$ cat src/hsitc_pkg.sv
package hsitc_pkg;

	localparam int CHANNELS = 8;
	localparam int SLOTS    = 24;
	localparam int ADDR_W   = 16;
	localparam int DATA_W   = 8;
	localparam int CHAN_W   = 3;
	localparam int SLOT_W   = 5;
	localparam int COUNT_W  = 7;
	localparam int TX_TIMESLOT_CONTROL_IDX_W = 8;

	// per-channel register offsets, channel number sits in address bits 14:12
	localparam logic [11:0] OFS_TX_SIGNALING_LINK_SELECT_REG     = 12'h10A;
	localparam logic [11:0] OFS_RX3_COUNT  = 12'h160;
	localparam logic [11:0] OFS_IRQ_STATUS = 12'h170;
	localparam logic [11:0] OFS_IRQ_MASK   = 12'h171;
	localparam logic [11:0] OFS_DEVICE_IDENTIFIER      = 12'h1FE;
	localparam logic [11:0] OFS_SILICON_REVISION      = 12'h1FF;
	localparam logic [11:0] OFS_TX_TIMESLOT_CONTROL_FIRST = 12'h300;
	localparam logic [11:0] OFS_TX_TIMESLOT_CONTROL_LAST  = 12'h317;

	// field positions
	localparam int RX3_BUF_BIT   = 7;
	localparam int TX_TIMESLOT_CONTROL_LINK_HI  = 7;
	localparam int TX_TIMESLOT_CONTROL_LINK_LO  = 6;
	localparam int TX_TIMESLOT_CONTROL_ZS_HI    = 5;
	localparam int TX_TIMESLOT_CONTROL_ZS_LO    = 4;
	localparam int TX_SIGNALING_LINK_SELECT_REG_SRC_HI = 3;
	localparam int TX_SIGNALING_LINK_SELECT_REG_SRC_LO = 2;
	localparam int IRQ_RX_EOT    = 0;
	localparam int IRQ_TX_EOT    = 1;
	localparam int IRQ_W         = 2;

	// reset values
	localparam logic [7:0] RX3_COUNT_RST = 8'h00;
	localparam logic [7:0] TX_TIMESLOT_CONTROL_RST      = 8'h80;
	localparam logic [7:0] TX_SIGNALING_LINK_SELECT_REG_RST    = 8'h00;
	localparam logic [1:0] IRQ_MASK_RST  = 2'h0;

	// link controller select codes
	localparam logic [1:0] LINK_CTL1     = 2'h0;
	localparam logic [1:0] LINK_CTL2     = 2'h1;
	localparam logic [1:0] LINK_EXTERNAL = 2'h2;
	localparam logic [1:0] LINK_CTL3     = 2'h3;

	// zero suppression codes and patterns (telecom bit 1 is the msb)
	localparam logic [1:0] ZS_NONE        = 2'h0;
	localparam logic [1:0] ZS_BIT7        = 2'h1;
	localparam logic [1:0] ZS_ALT         = 2'h2;
	localparam logic [1:0] ZS_DATA        = 2'h3;
	localparam logic [7:0] ZS_BIT7_MASK   = 8'h02;
	localparam logic [7:0] ZS_BIT8_MASK   = 8'h01;
	localparam logic [7:0] ZS_DATA_OCTET  = 8'h98;

	typedef enum logic [1:0] {
		SRC_CTL1,
		SRC_CTL2,
		SRC_CTL3,
		SRC_EXTERNAL
	} hsitc_src_e;

	typedef struct packed {
		logic                mos_done;
		logic                bos_rep;
		logic [CHAN_W-1:0]   chan;
		logic                buf_sel;
		logic [COUNT_W-1:0]  length;
	} hsitc_rx_evt_s;

	typedef struct packed {
		logic                bos_rep;
		logic [CHAN_W-1:0]   chan;
	} hsitc_tx_evt_s;

	typedef struct packed {
		logic                valid;
		logic [CHAN_W-1:0]   chan;
		logic [SLOT_W-1:0]   slot;
		logic [7:0]          octet;
		logic                sig_frame;
		logic                sig_bit;
	} hsitc_slot_in_s;

	typedef struct packed {
		logic                valid;
		logic [CHAN_W-1:0]   chan;
		logic [SLOT_W-1:0]   slot;
		logic [7:0]          octet;
		hsitc_src_e          src;
		logic [1:0]          ext_src;
		logic                datalink_ok;
	} hsitc_slot_out_s;

	function automatic logic hsitc_chan_ok(input logic [ADDR_W-1:0] addr);
		return (addr[15] == 1'b0);
	endfunction

	function automatic logic [TX_TIMESLOT_CONTROL_IDX_W-1:0] hsitc_tx_timeslot_control_idx(input logic [CHAN_W-1:0] chan,
		input logic [SLOT_W-1:0] slot);
		logic [TX_TIMESLOT_CONTROL_IDX_W-1:0] base;
		base = TX_TIMESLOT_CONTROL_IDX_W'(chan) * TX_TIMESLOT_CONTROL_IDX_W'(SLOTS);
		return base + TX_TIMESLOT_CONTROL_IDX_W'(slot);
	endfunction

endpackage

$ cat src/hsitc_regs.sv
// Design decisions made here: strobed register access and the register offsets.
`timescale 1ns/1ps
module hsitc_regs #(
	parameter logic [7:0] DEVICE_ID = 8'hA5,  // arbitrary value
	parameter logic [7:0] REVISION  = 8'h01   // arbitrary value
) (
	input  wire logic                                       clock_i,            // 200 MHz clock
	input  wire logic                                       reset_i,            // async reset, active high
	input  wire logic [hsitc_pkg::ADDR_W-1:0]               addr_i,             // register address
	input  wire logic [hsitc_pkg::DATA_W-1:0]               wr_data_i,          // write data
	input  wire logic                                       wr_i,               // write strobe
	input  wire logic                                       rd_i,               // read strobe
	output logic      [hsitc_pkg::DATA_W-1:0]               rd_data_o,          // read data, next cycle
	input  hsitc_pkg::hsitc_rx_evt_s                        rx3_evt_i,          // receive controller 3 events
	input  wire logic [hsitc_pkg::CHANNELS-1:0]             rx3_bit_oriented_i, // receive bit-oriented mode
	input  hsitc_pkg::hsitc_tx_evt_s                        tx3_evt_i,          // transmit controller 3 events
	input  wire logic [hsitc_pkg::CHANNELS-1:0]             tx3_bit_oriented_i, // transmit bit-oriented mode
	input  wire logic [hsitc_pkg::CHANNELS-1:0][hsitc_pkg::COUNT_W-1:0] tx3_rep_limit_i, // transmit repetitions
	output logic      [hsitc_pkg::CHANNELS-1:0]             tx3_halt_o,         // transmit controller 3 halted
	input  hsitc_pkg::hsitc_slot_in_s                       slot_i,             // outgoing timeslot octet
	output hsitc_pkg::hsitc_slot_out_s                      slot_o,             // processed octet, registered
	output logic                                            irq_o               // level interrupt
);
	import hsitc_pkg::*;

	logic [7:0]       tx_signaling_link_select_reg_r     [CHANNELS];
	logic [7:0]       rx3_r        [CHANNELS];
	logic [IRQ_W-1:0] irq_status_r [CHANNELS];
	logic [IRQ_W-1:0] irq_mask_r   [CHANNELS];
	logic [7:0]       tx_timeslot_control_r       [CHANNELS*SLOTS];
	logic [7:0]       rd_data_r;
	logic             irq_r;
	hsitc_slot_out_s  slot_r;

	// address decode
	wire              chan_ok  = hsitc_chan_ok(addr_i);
	wire [CHAN_W-1:0] chan     = addr_i[14:12];
	wire [11:0]       ofs      = addr_i[11:0];
	wire [11:0]       tx_timeslot_control_ofs = ofs - OFS_TX_TIMESLOT_CONTROL_FIRST;
	wire              hit_tx_timeslot_control = chan_ok && (ofs >= OFS_TX_TIMESLOT_CONTROL_FIRST) && (ofs <= OFS_TX_TIMESLOT_CONTROL_LAST);
	wire              hit_tsd  = chan_ok && (ofs == OFS_TX_SIGNALING_LINK_SELECT_REG);
	wire              hit_rx3  = chan_ok && (ofs == OFS_RX3_COUNT);
	wire              hit_ist  = chan_ok && (ofs == OFS_IRQ_STATUS);
	wire              hit_imk  = chan_ok && (ofs == OFS_IRQ_MASK);
	wire              hit_dev  = chan_ok && (ofs == OFS_DEVICE_IDENTIFIER);
	wire              hit_rev  = chan_ok && (ofs == OFS_SILICON_REVISION);
	wire [TX_TIMESLOT_CONTROL_IDX_W-1:0] bus_idx = hsitc_tx_timeslot_control_idx(chan, tx_timeslot_control_ofs[SLOT_W-1:0]);

	wire [7:0] rd_mux = hit_tx_timeslot_control ? tx_timeslot_control_r[bus_idx] :
	                    hit_tsd  ? tx_signaling_link_select_reg_r[chan] :
	                    hit_rx3  ? rx3_r[chan] :
	                    hit_ist  ? {{(8-IRQ_W){1'b0}}, irq_status_r[chan]} :
	                    hit_imk  ? {{(8-IRQ_W){1'b0}}, irq_mask_r[chan]} :
	                    hit_dev  ? DEVICE_ID :
	                    hit_rev  ? REVISION :
	                    8'h00;

	// read data stands only in the cycle after the strobe
	always_ff @(posedge clock_i or posedge reset_i) begin
		if (reset_i)
			rd_data_r <= 8'h00;
		else
			rd_data_r <= rd_i ? rd_mux : 8'h00;
	end

	// timeslot control array, lower nibble is stored but unused here
	always_ff @(posedge clock_i or posedge reset_i) begin
		if (reset_i) begin
			for (int i = 0; i < CHANNELS*SLOTS; i++)
				tx_timeslot_control_r[i] <= TX_TIMESLOT_CONTROL_RST;
		end else if (wr_i && hit_tx_timeslot_control) begin
			tx_timeslot_control_r[bus_idx] <= wr_data_i;
		end
	end

	wire [CHANNELS-1:0] rx_eot;
	wire [CHANNELS-1:0] tx_eot;

	for (genvar c = 0; c < CHANNELS; c++) begin : g_chan
		wire sel_wr   = wr_i && (chan == CHAN_W'(c));
		wire rx_here  = (rx3_evt_i.chan == CHAN_W'(c));
		wire rx_mos   = rx3_evt_i.mos_done && rx_here && !rx3_bit_oriented_i[c];
		wire rx_rep   = rx3_evt_i.bos_rep && rx_here && rx3_bit_oriented_i[c];
		wire tx_rep   = tx3_evt_i.bos_rep && (tx3_evt_i.chan == CHAN_W'(c)) && tx3_bit_oriented_i[c];
		wire rx_bos_eot;
		wire [IRQ_W-1:0] irq_set;
		wire [IRQ_W-1:0] irq_clr;

		// a software write to the count restarts the repetition tally
		hsitc_rep_counter #(
			.CNT_W     (COUNT_W)
		) u_rx_rep (
			.clock_i   (clock_i),
			.reset_i   (reset_i),
			.clear_i   (!rx3_bit_oriented_i[c] || (sel_wr && hit_rx3)),
			.rep_i     (rx_rep),
			.limit_i   (rx3_r[c][COUNT_W-1:0]),
			.done_o    (rx_bos_eot),
			.reached_o ()
		);

		hsitc_rep_counter #(
			.CNT_W     (COUNT_W)
		) u_tx_rep (
			.clock_i   (clock_i),
			.reset_i   (reset_i),
			.clear_i   (!tx3_bit_oriented_i[c]),
			.rep_i     (tx_rep),
			.limit_i   (tx3_rep_limit_i[c]),
			.done_o    (tx_eot[c]),
			.reached_o (tx3_halt_o[c])
		);

		assign rx_eot[c] = rx_bos_eot || rx_mos;
		assign irq_set   = {tx_eot[c], rx_eot[c]};
		assign irq_clr   = (sel_wr && hit_ist) ? wr_data_i[IRQ_W-1:0] : '0;

		// hardware update beats a software write in the same cycle
		always_ff @(posedge clock_i or posedge reset_i) begin
			if (reset_i)
				rx3_r[c] <= RX3_COUNT_RST;
			else if (rx_mos)
				rx3_r[c] <= {rx3_evt_i.buf_sel, rx3_evt_i.length};
			else if (sel_wr && hit_rx3)
				rx3_r[c] <= wr_data_i;
		end

		always_ff @(posedge clock_i or posedge reset_i) begin
			if (reset_i) begin
				tx_signaling_link_select_reg_r[c]     <= TX_SIGNALING_LINK_SELECT_REG_RST;
				irq_mask_r[c]   <= IRQ_MASK_RST;
				irq_status_r[c] <= '0;
			end else begin
				if (sel_wr && hit_tsd)
					tx_signaling_link_select_reg_r[c] <= wr_data_i;
				if (sel_wr && hit_imk)
					irq_mask_r[c] <= wr_data_i[IRQ_W-1:0];
				irq_status_r[c] <= (irq_status_r[c] & ~irq_clr) | irq_set;
			end
		end
	end

	wire [CHANNELS-1:0] irq_any;
	for (genvar c = 0; c < CHANNELS; c++) begin : g_irq
		assign irq_any[c] = |(irq_status_r[c] & irq_mask_r[c]);
	end

	always_ff @(posedge clock_i or posedge reset_i) begin
		if (reset_i)
			irq_r <= 1'b0;
		else
			irq_r <= |irq_any;
	end

	// outgoing timeslot path, one register stage
	wire [TX_TIMESLOT_CONTROL_IDX_W-1:0] slot_idx = hsitc_tx_timeslot_control_idx(slot_i.chan, slot_i.slot);
	hsitc_slot_out_s      slot_nxt;

	hsitc_slot_proc u_slot (
		.slot_i   (slot_i),
		.ctl_i    (tx_timeslot_control_r[slot_idx]),
		.tx_signaling_link_select_reg_i (tx_signaling_link_select_reg_r[slot_i.chan]),
		.slot_o   (slot_nxt)
	);

	always_ff @(posedge clock_i or posedge reset_i) begin
		if (reset_i)
			slot_r <= '0;
		else
			slot_r <= slot_nxt;
	end

	assign rd_data_o = rd_data_r;
	assign irq_o     = irq_r;
	assign slot_o    = slot_r;
endmodule

$ cat src/hsitc_rep_counter.sv
`timescale 1ns/1ps
module hsitc_rep_counter #(
	parameter int CNT_W = 7
) (
	input  wire logic             clock_i,   // system clock
	input  wire logic             reset_i,   // async reset, active high
	input  wire logic             clear_i,   // restart the count
	input  wire logic             rep_i,     // one repetition seen
	input  wire logic [CNT_W-1:0] limit_i,   // repetitions wanted, zero is endless
	output logic                  done_o,    // pulse when limit reached
	output logic                  reached_o  // level until cleared
);
	logic [CNT_W-1:0] cnt_r;
	logic             reached_r;
	logic             done_r;

	wire [CNT_W-1:0] cnt_inc   = cnt_r + 1'b1;
	wire             counting  = rep_i && (limit_i != '0) && !reached_r;
	wire             hit       = counting && (cnt_inc == limit_i);

	always_ff @(posedge clock_i or posedge reset_i) begin
		if (reset_i) begin
			cnt_r     <= '0;
			reached_r <= 1'b0;
			done_r    <= 1'b0;
		end else if (clear_i) begin
			cnt_r     <= '0;
			reached_r <= 1'b0;
			done_r    <= 1'b0;
		end else begin
			done_r <= hit;
			if (counting)
				cnt_r <= cnt_inc;
			if (hit)
				reached_r <= 1'b1;
		end
	end

	assign done_o    = done_r;
	assign reached_o = reached_r;
endmodule

$ cat src/hsitc_slot_proc.sv
`timescale 1ns/1ps
module hsitc_slot_proc (
	input  hsitc_pkg::hsitc_slot_in_s  slot_i,    // timeslot octet in
	input  wire logic [7:0]            ctl_i,     // timeslot control byte
	input  wire logic [7:0]            tx_signaling_link_select_reg_i,  // signaling/link select byte
	output hsitc_pkg::hsitc_slot_out_s slot_o     // processed octet, unregistered
);
	import hsitc_pkg::*;

	wire [1:0] link_sel = ctl_i[TX_TIMESLOT_CONTROL_LINK_HI:TX_TIMESLOT_CONTROL_LINK_LO];
	wire [1:0] zs_sel   = ctl_i[TX_TIMESLOT_CONTROL_ZS_HI:TX_TIMESLOT_CONTROL_ZS_LO];
	wire [7:0] oct      = slot_i.octet;

	// alternative scheme: bit 8 outside signaling frames, bit 7 only on a zero signaling bit
	wire [7:0] oct_alt  = slot_i.sig_frame ? (slot_i.sig_bit ? oct : (oct | ZS_BIT7_MASK))
	                                       : (oct | ZS_BIT8_MASK);
	wire [7:0] oct_out  = (zs_sel == ZS_BIT7) ? (oct | ZS_BIT7_MASK) :
	                      (zs_sel == ZS_ALT)  ? oct_alt :
	                      (zs_sel == ZS_DATA) ? ZS_DATA_OCTET :
	                      oct;

	wire hsitc_src_e src = (link_sel == LINK_CTL1)     ? SRC_CTL1 :
	                       (link_sel == LINK_CTL2)     ? SRC_CTL2 :
	                       (link_sel == LINK_EXTERNAL) ? SRC_EXTERNAL : SRC_CTL3;

	// external source code is only meaningful when src says external
	wire [1:0] ext_src  = (link_sel == LINK_EXTERNAL) ? tx_signaling_link_select_reg_i[TX_SIGNALING_LINK_SELECT_REG_SRC_HI:TX_SIGNALING_LINK_SELECT_REG_SRC_LO]
	                                                  : 2'h0;

	assign slot_o = '{
		valid:       slot_i.valid,
		chan:        slot_i.chan,
		slot:        slot_i.slot,
		octet:       oct_out,
		src:         src,
		ext_src:     ext_src,
		datalink_ok: (link_sel == LINK_CTL1)
	};
endmodule
$ cat config.mk
export PLATFORM = sky130hd
export DESIGN_NAME = hsitc_regs
export DESIGN_NICKNAME = d
export VERILOG_FILES = /design/src/hsitc_pkg.sv /design/src/hsitc_regs.sv /design/src/hsitc_rep_counter.sv /design/src/hsitc_slot_proc.sv
export SDC_FILE = /design/constraint.sdc
export NUM_CORES = 2
export LEC_CHECK = 0
export ABC_CLOCK_PERIOD_IN_PS = 75800
export BUFFER_PORTS_ARGS = -buffer_cell sky130_fd_sc_hd__buf_2
export CORE_AREA = 2 2 467 469
export DETAILED_ROUTE_END_ITERATION = 12
export DIE_AREA = 0 0 469 471
export GPL_TIMING_DRIVEN = 0
export SLEW_MARGIN = 10
export SYNTH_ARGS = -nofsm -noshare
export SYNTH_HDL_FRONTEND = slang
export SYNTH_SLANG_ARGS = --single-unit
$ cat constraint.sdc
create_clock -name clock_i -period 75.8 [get_ports clock_i]
set_clock_uncertainty 0.1 [all_clocks]
set_input_delay 7.58 -clock clock_i [delete_from_list [all_inputs] [get_ports clock_i]]
set_output_delay 7.58 -clock clock_i [all_outputs]
set_load 0.02 [all_outputs]
== Word level (Yosys, flattened, before mapping) ==
Index checks and enable logic that the tools add are counted.

* $mul: 2
* Muxes and demuxes: 145
* $lt $le $gt $ge: 7
* Reduce and logical (&&, ||, !) cells: 231
* Divide/modulo/power cells: 0
* Shift-type cells: 0
* Bitwise gates (word level): 37
* Add/sub/neg operators: 19
* Eq/ne operators: 64

{| class="wikitable"
|+ Operators by type and width
! cell !! number
|-
| 1536-bit bitwise mux || 1
|-
| 8-bit 2-to-1 mux || 35
|-
| 7-bit 2-to-1 mux || 32
|-
| 1-bit logical AND || 146
|-
| 8-bit binary-select mux with 8-bit select || 2
|-
| 7-bit by 1-bit adder with 7-bit output (second input constant) || 16
|-
| 7-bit == test || 16
|-
| 7-bit nonzero test || 16
|-
| 8-bit binary-select mux with 3-bit select || 3
|-
| 12-bit by 9-bit == test with 1-bit output (second input constant) || 6
|-
| 8-bit demux with 8-bit select || 1
|-
| 1-bit 2-to-1 mux || 50
|-
| 2-bit nonzero test || 24
|-
| 3-bit == test (second input constant) || 12
|-
| 2-bit 2-to-1 mux || 17
|-
| 2-bit AND || 16
|-
| 2-bit by 1-bit != test with 1-bit output (second input constant) || 16
|-
| 1-bit zero test || 24
|-
| 3-bit by 2-bit == test with 1-bit output (second input constant) || 6
|-
| 9-bit greater-or-equal comparator (second input constant) || 2
|-
| 8-bit NOT with 9-bit output || 2
|-
| 8-bit by 5-bit adder with 8-bit output || 2
|-
| 1-bit logical OR || 16
|-
| 2-bit NOT || 8
|-
| other kinds (17) || 36
|}

* Bits in read-only memories: 0
* Output and inout bits: 39
* Memories: 0
* Bits in latches: 0
* Bits in writable memories: 0
* Input port bits: 136
* Bits in registers: 1,871

== Depth between registers and ports, before layout ==
* Depth after elaboration: 10
* Depth in mapped cells: 17
* Mapped depth without buffers: 11

== Modules after synthesis ==
A second synthesis with hierarchy kept.

* Cell total of the unflattened synthesis: 7,243
* Area, all modules: 101,786.4 um^2

{| class="wikitable"
|+ Modules (own cells, without submodules)
! module !! times used !! cells an instance !! area an instance (um^2)
|-
| hsitc_regs || 1 || 6,192 || 92,065.8
|-
| hsitc_rep_counter at g_chan[0].u_rx_rep ... || 15 || 64 || 595.6
|-
| hsitc_rep_counter at g_chan[7].u_tx_rep || 1 || 63 || 585.6
|-
| hsitc_slot_proc || 1 || 28 || 201.4
|}

== Worst setup path before layout ==
OpenSTA, ideal clock, no wires.

* Kind: in2reg
* Start point: input port addr_i[12] (netlist bit)
* End point: register tx_timeslot_control_r[1408] (netlist bit)
* Cell stages on the path: 14
* Setup time: 125 ps
* Buffers on the path: 5
* Arrival: 11,651 ps
* Path slack: 63,924 ps
* Cells stage by stage: clkbuf_1 -> buf_2 -> buf_1 -> inv_1 -> ha_1 -> inv_1 -> fa_1 -> xnor2_1 -> and2_1 -> clkbuf_1 -> o2111ai_1 -> buf_2 -> nor2_1 -> mux2_2

* Cells in the longest elaborated chain, start to end: 8

{| class="wikitable"
|+ Ends and longest elaborated chain
! what !! RTL line !! text
|-
| start: declaration || hsitc_regs.sv:9 || <nowiki>input wire logic [hsitc_pkg::ADDR_W-1:0] addr_i,</nowiki>
|-
| 3-bit by 2-bit multiplier with 5-bit output * || hsitc_pkg.sv:101 || <nowiki>base = TX_TIMESLOT_CONTROL_IDX_W'(chan) * TX_TIMESLOT_CONTROL_IDX_W'(SLOTS);</nowiki>
|-
| 8-bit by 5-bit adder with 8-bit output * || hsitc_pkg.sv:102 || <nowiki>return base + TX_TIMESLOT_CONTROL_IDX_W'(slot);</nowiki>
|-
| 8-bit NOT with 9-bit output (implied by the code) * || hsitc_regs.sv:72 || <nowiki>tx_timeslot_control_r[bus_idx] <= wr_data_i;</nowiki>
|-
| 9-bit greater-or-equal comparator (implied by the code) / 9-bit by 1-bit less-than comparator with 1-bit output (equally long branches) || hsitc_regs.sv:72 ||
|-
| 1-bit logical AND (implied by the code) || hsitc_regs.sv:72 ||
|-
| 8-bit 2-to-1 mux (implied by the code) || hsitc_regs.sv:72 ||
|-
| 8-bit demux with 8-bit select * || hsitc_regs.sv:72 ||
|-
| 1536-bit bitwise mux * || hsitc_regs.sv:72 ||
|-
| end signal: indexed assignment || hsitc_regs.sv:72 ||
|-
| end: declaration || hsitc_regs.sv:30 || <nowiki>logic [7:0] tx_timeslot_control_r [CHANNELS*SLOTS];</nowiki>
|}

Mark *: on every way between the ends. The rest lies on a longest branch, timed or not.
A chain may end at the register's enable or synchronous reset.

== Final worst setup path ==
* Start point: input port addr_i[12] (netlist bit)
* End point: register rd_data_r[0], in the netlist rd_data_o[0]

* Cells in the longest elaborated chain, start to end: 10

{| class="wikitable"
|+ Ends and longest elaborated chain
! what !! RTL line !! text
|-
| parallel branches: the longest is 8 deep, another holds 8-bit by 5-bit adder with 8-bit output || -- ||
|-
| 8-bit 2-to-1 mux * || hsitc_regs.sv:49 || <nowiki>wire [7:0] rd_mux = hit_tx_timeslot_control ? tx_timeslot_control_r[bus_idx] :</nowiki>
|-
| 8-bit 2-to-1 mux * || hsitc_regs.sv:63 || <nowiki>rd_data_r <= rd_i ? rd_mux : 8'h00;</nowiki>
|-
| end signal: assignment || hsitc_regs.sv:63 ||
|-
| end: declaration || hsitc_regs.sv:31 || <nowiki>logic [7:0] rd_data_r;</nowiki>
|}

Every way passes the cells marked *. The select of a mux whose other input is x is not followed.

==> flow_metrics.py <==
metrics = {
    "detailed_routing": {
        "dr.first_iter.drc_count": 7764,
        "wl_per_cell_um": 39.0,
        "drc": 0,
        "met3_length_um": 37400,
        "wirelength_um": 389000,
        "vias": 66000,
        "wl_met1_um": 153000,
        "via_per_inst": 6.61,
        "top_layer_used": "met5",
        "first_pass_iters": 8,
        "postRouteAntennaNets": 0,
        "met2_length_um": 171000,
    },
    "place": {
        "gp_congestion": 1.03,
        "hpwl_um": 280000,
        "port_buffers": 150,
    },
    "logic_synthesis": {
        "synth_fa_ha_area_share_pct": 0.497,
        "avgSynthCellArea_um2": 14.8,
        "ys_seq_area_share_pct": 48.7,
        "ys_seq_elements": 1871,
        "synth_edf_count": 0,
        "synth-compound-area-share_pct": 2.71,
        "syn_nets": 6705,
        "async_reset_ff_share_pct": 100,
        "synthXorXnorAreaFrac_pct": 1.89,
        "synth_top_family_by_area": "multiplexers",
        "yosys-mux-area-fraction_pct": 37.5,
        "synth.distinct_cells": 88,
        "syn_area_um2": 96700,
        "syn_inst": 6533,
        "ys_warn_count": 0,
        "synth_top_flop_cell": "dfrtp_1",
        "yosys.area_share.simple_pct": 6.23,
    },
    "worst_setup_path": {
        "r2r_cells": 7,
        "worstPathArrival_ns": 15.94,
        "timing.rr.start": "tx_timeslot_control_r[837]",
        "crit_required_ns": 76.38,
        "path_class": "input port to flip-flop",
        "slowest_delay_ns": 1.13,
        "cp-end-kind": "flip-flop",
        "crit_fanout": 11,
        "r2r_slack_ns": 71.94,
        "cpMaxStageDelayCell": "buf_1",
        "cp_common_cell": "buf_2",
        "path_cells": "buf_2 -> clkbuf_1 -> buf_2 -> buf_1 -> inv_1 -> ha_1 -> inv_1 -> fa_1 -> xor2_1 -> buf_2 -> buf_2 -> buf_1 -> nand2_1 -> a21oi_1 -> nor3_1 -> o32ai_1",
        "worst_setup_path_start_kind": "input port",
        "timing.rr.end": "slot_o[7]",
    },
    "power_and_ir_drop": {
        "power_leakage_nw": 49.7,
        "peakVddDrop_uv": 24.7,
        "p_per_area_nw_per_um2": 21.3,
    },
    "timing": {
        "final.setup.tns_ns": 0,
        "hold_viol_final": 0,
        "fin_crit_ns": 15.36,
        "fmax_mhz": 65.1,
        "tightest_slew_ns": 1.46,
        "setup_viol": 0,
        "final.period_utilization_pct": 20.3,
        "slew_headroom_pct": 2.35,
        "rsz0062_at_grt": "no",
        "whs_ns": 0.345,
        "drv_slew": 0,
    },
    "run": {
        "drv_cap": 0,
    },
    "cts": {
        "cts_resized": 0,
        "cts_tree": "done",
        "post_cts.repair.setup_buffers": 0,
        "cts_hold_buf": 0,
        "cts.sinks": 1871,
        "cts_buffers": 206,
        "cts-root-buf": "clkbuf_16",
        "clock_latency_ns": 0.91,
        "clkTransAtPathRegs_ns": 0.06,
        "cts_max_path_buffers": 3,
        "cts-htree-levels": 4,
    },
    "outcome": {
        "outcome": "finished clean",
    },
    "finish": {
        "syn_to_final_growth_pct": 13.3,
        "nets": 7112,
        "final_cell_mix": "dfrtp_1 (1679), mux2_2 (1583), mux4_2 (736), clkbuf_1 (302), buf_2 (266)",
        "drive_gt1_share_pct": 49.4,
        "final_common_cell": "dfrtp_1",
        "utilization_pct": 50.7,
    },
    "global_route": {
        "grt_max_degree": 120,
        "grt_antenna_before_repair": 18,
        "grt_pass1_wl_um": 537000,
        "grt_usage_pct": 35.3,
        "grt_pass1_vias": 65400,
        "overflow": 0,
    },
    "min_path": {
        "hold_class": "flip-flop to flip-flop",
        "hp-start": "g_chan[2].u_rx_rep.done_o",
        "min_path_cells": 1,
        "holdPathEnd": "irq_status_r[10]",
    },
    "floorplan": {
        "io_pins": 175,
        "die_x_um": 469,
        "core_um2": 216000,
        "die-area_um2": 221000,
        "start_util_pct": 44.7,
        "die_y_um": 471,
        "rows": 171,
    },
}
cells in the mapped netlist (40+ instances only):
library cell	number	share of area, %
a21oi_1	58	0.30
buf_1	45	0.17
buf_2	99	0.51
buf_4	41	0.32
clkbuf_1	294	1.1
dfrtp_1	1679	43
dfstp_2	192	5.2
mux2_2	1583	18
mux2i_1	132	1.4
mux4_2	736	17
nand2_1	235	0.91
nand2b_1	40	0.26
nand3_1	123	0.64
nor2_1	117	0.45
nor2_2	46	0.30
nor3_1	57	0.30
nor3_4	64	1.1
o21ai_0	160	0.83
xnor2_1	92	0.83
xor2_1	113	1.0
kinds of logic after synthesis:
logic type,count (synthesis)
simple gates,979
compound gates,416
fa+ha+maj,36
mux,2486
buf+inv,539
flops,1871
xor+xnor,206
power breakdown:
group / switching, mW / internal, mW
logic: 0.180 / 0.0615
clock network: 0.454 / 0.611
registers: 0.0139 / 1.01
total: 0.648 / 1.68
routing by layer:
layer | GRT usage, % | vias to the layer above
li1 | - | 25600
met1 | 46.3 | 36000
met2 | 51.6 | 3510
met3 | 10.5 | 942
met4 | 21.0 | 12
met5 | 0 | -
worst max-delay path, delay by kind of cell:
family / cells / cell delay, ns
compound gates: 2 / 1.66
xor+xnor: 1 / 0.94
fa+ha+maj: 2 / 0.94
buf+inv: 9 / 4.52
simple gates: 2 / 0.24
through the flow:
stage	setup slack (ns)	std cells	total power, mW	area, µm²
CTS	60.79	9971	2.33	109000
finish	60.44	9985	2.33	110000
global placement	-4.71	9537	1.27	101000
global route	60.64	9973	2.39	109000
detailed placement	59.84	9586	1.27	102000
floorplan	15.61	6533	1.16	96700
flip-flops by register name, indices dropped and copies added (netlist names):
register	flops
slot_o	22
tx_timeslot_control_r	1536
g_chan.u_rx_rep.done_o	8
g_chan.u_tx_rep.done_o	8
tx_signaling_link_select_reg_r	64
g_chan.u_rx_rep.cnt_r	56
irq_status_r	16
irq_o	1
rd_data_o	8
irq_mask_r	16
rx3_r	64
g_chan.u_tx_rep.reached_o	8
g_chan.u_rx_rep.reached_o	8
g_chan.u_tx_rep.cnt_r	56
layout make-up:
class	instances	area [µm²]
Antenna cell	14	35.0
Buffer	498	2370
Clock buffer	309	6010
Clock inverter	76	1140
Fill cell	18400	107000
Inverter	41	161
Multi-Input combinational cell	4123	47200
Sequential cell	1871	47100
Tap cell	2854	3570
Timing Repair Buffer	199	1930
worst max-delay path by stage:
stage / from / endpoint / slack (ns) / depth (start not counted)
2_1_floorplan: reset_i / g_chan[0].u_rx_rep.cnt_r[0] / 15.61 / 1
5_1_grt: addr_i[12] / rd_data_o[0] / 60.64 / 16
4_1_cts: addr_i[12] / rd_data_o[0] / 60.79 / 16
6_report: addr_i[12] / rd_data_o[0] / 60.44 / 16
3_5_place_dp: addr_i[12] / rd_data_o[0] / 59.84 / 16
3_3_place_gp: reset_i / tx_timeslot_control_r[872] / -4.71 / 2
No activity file was read; power rests on OpenSTA's default activity.
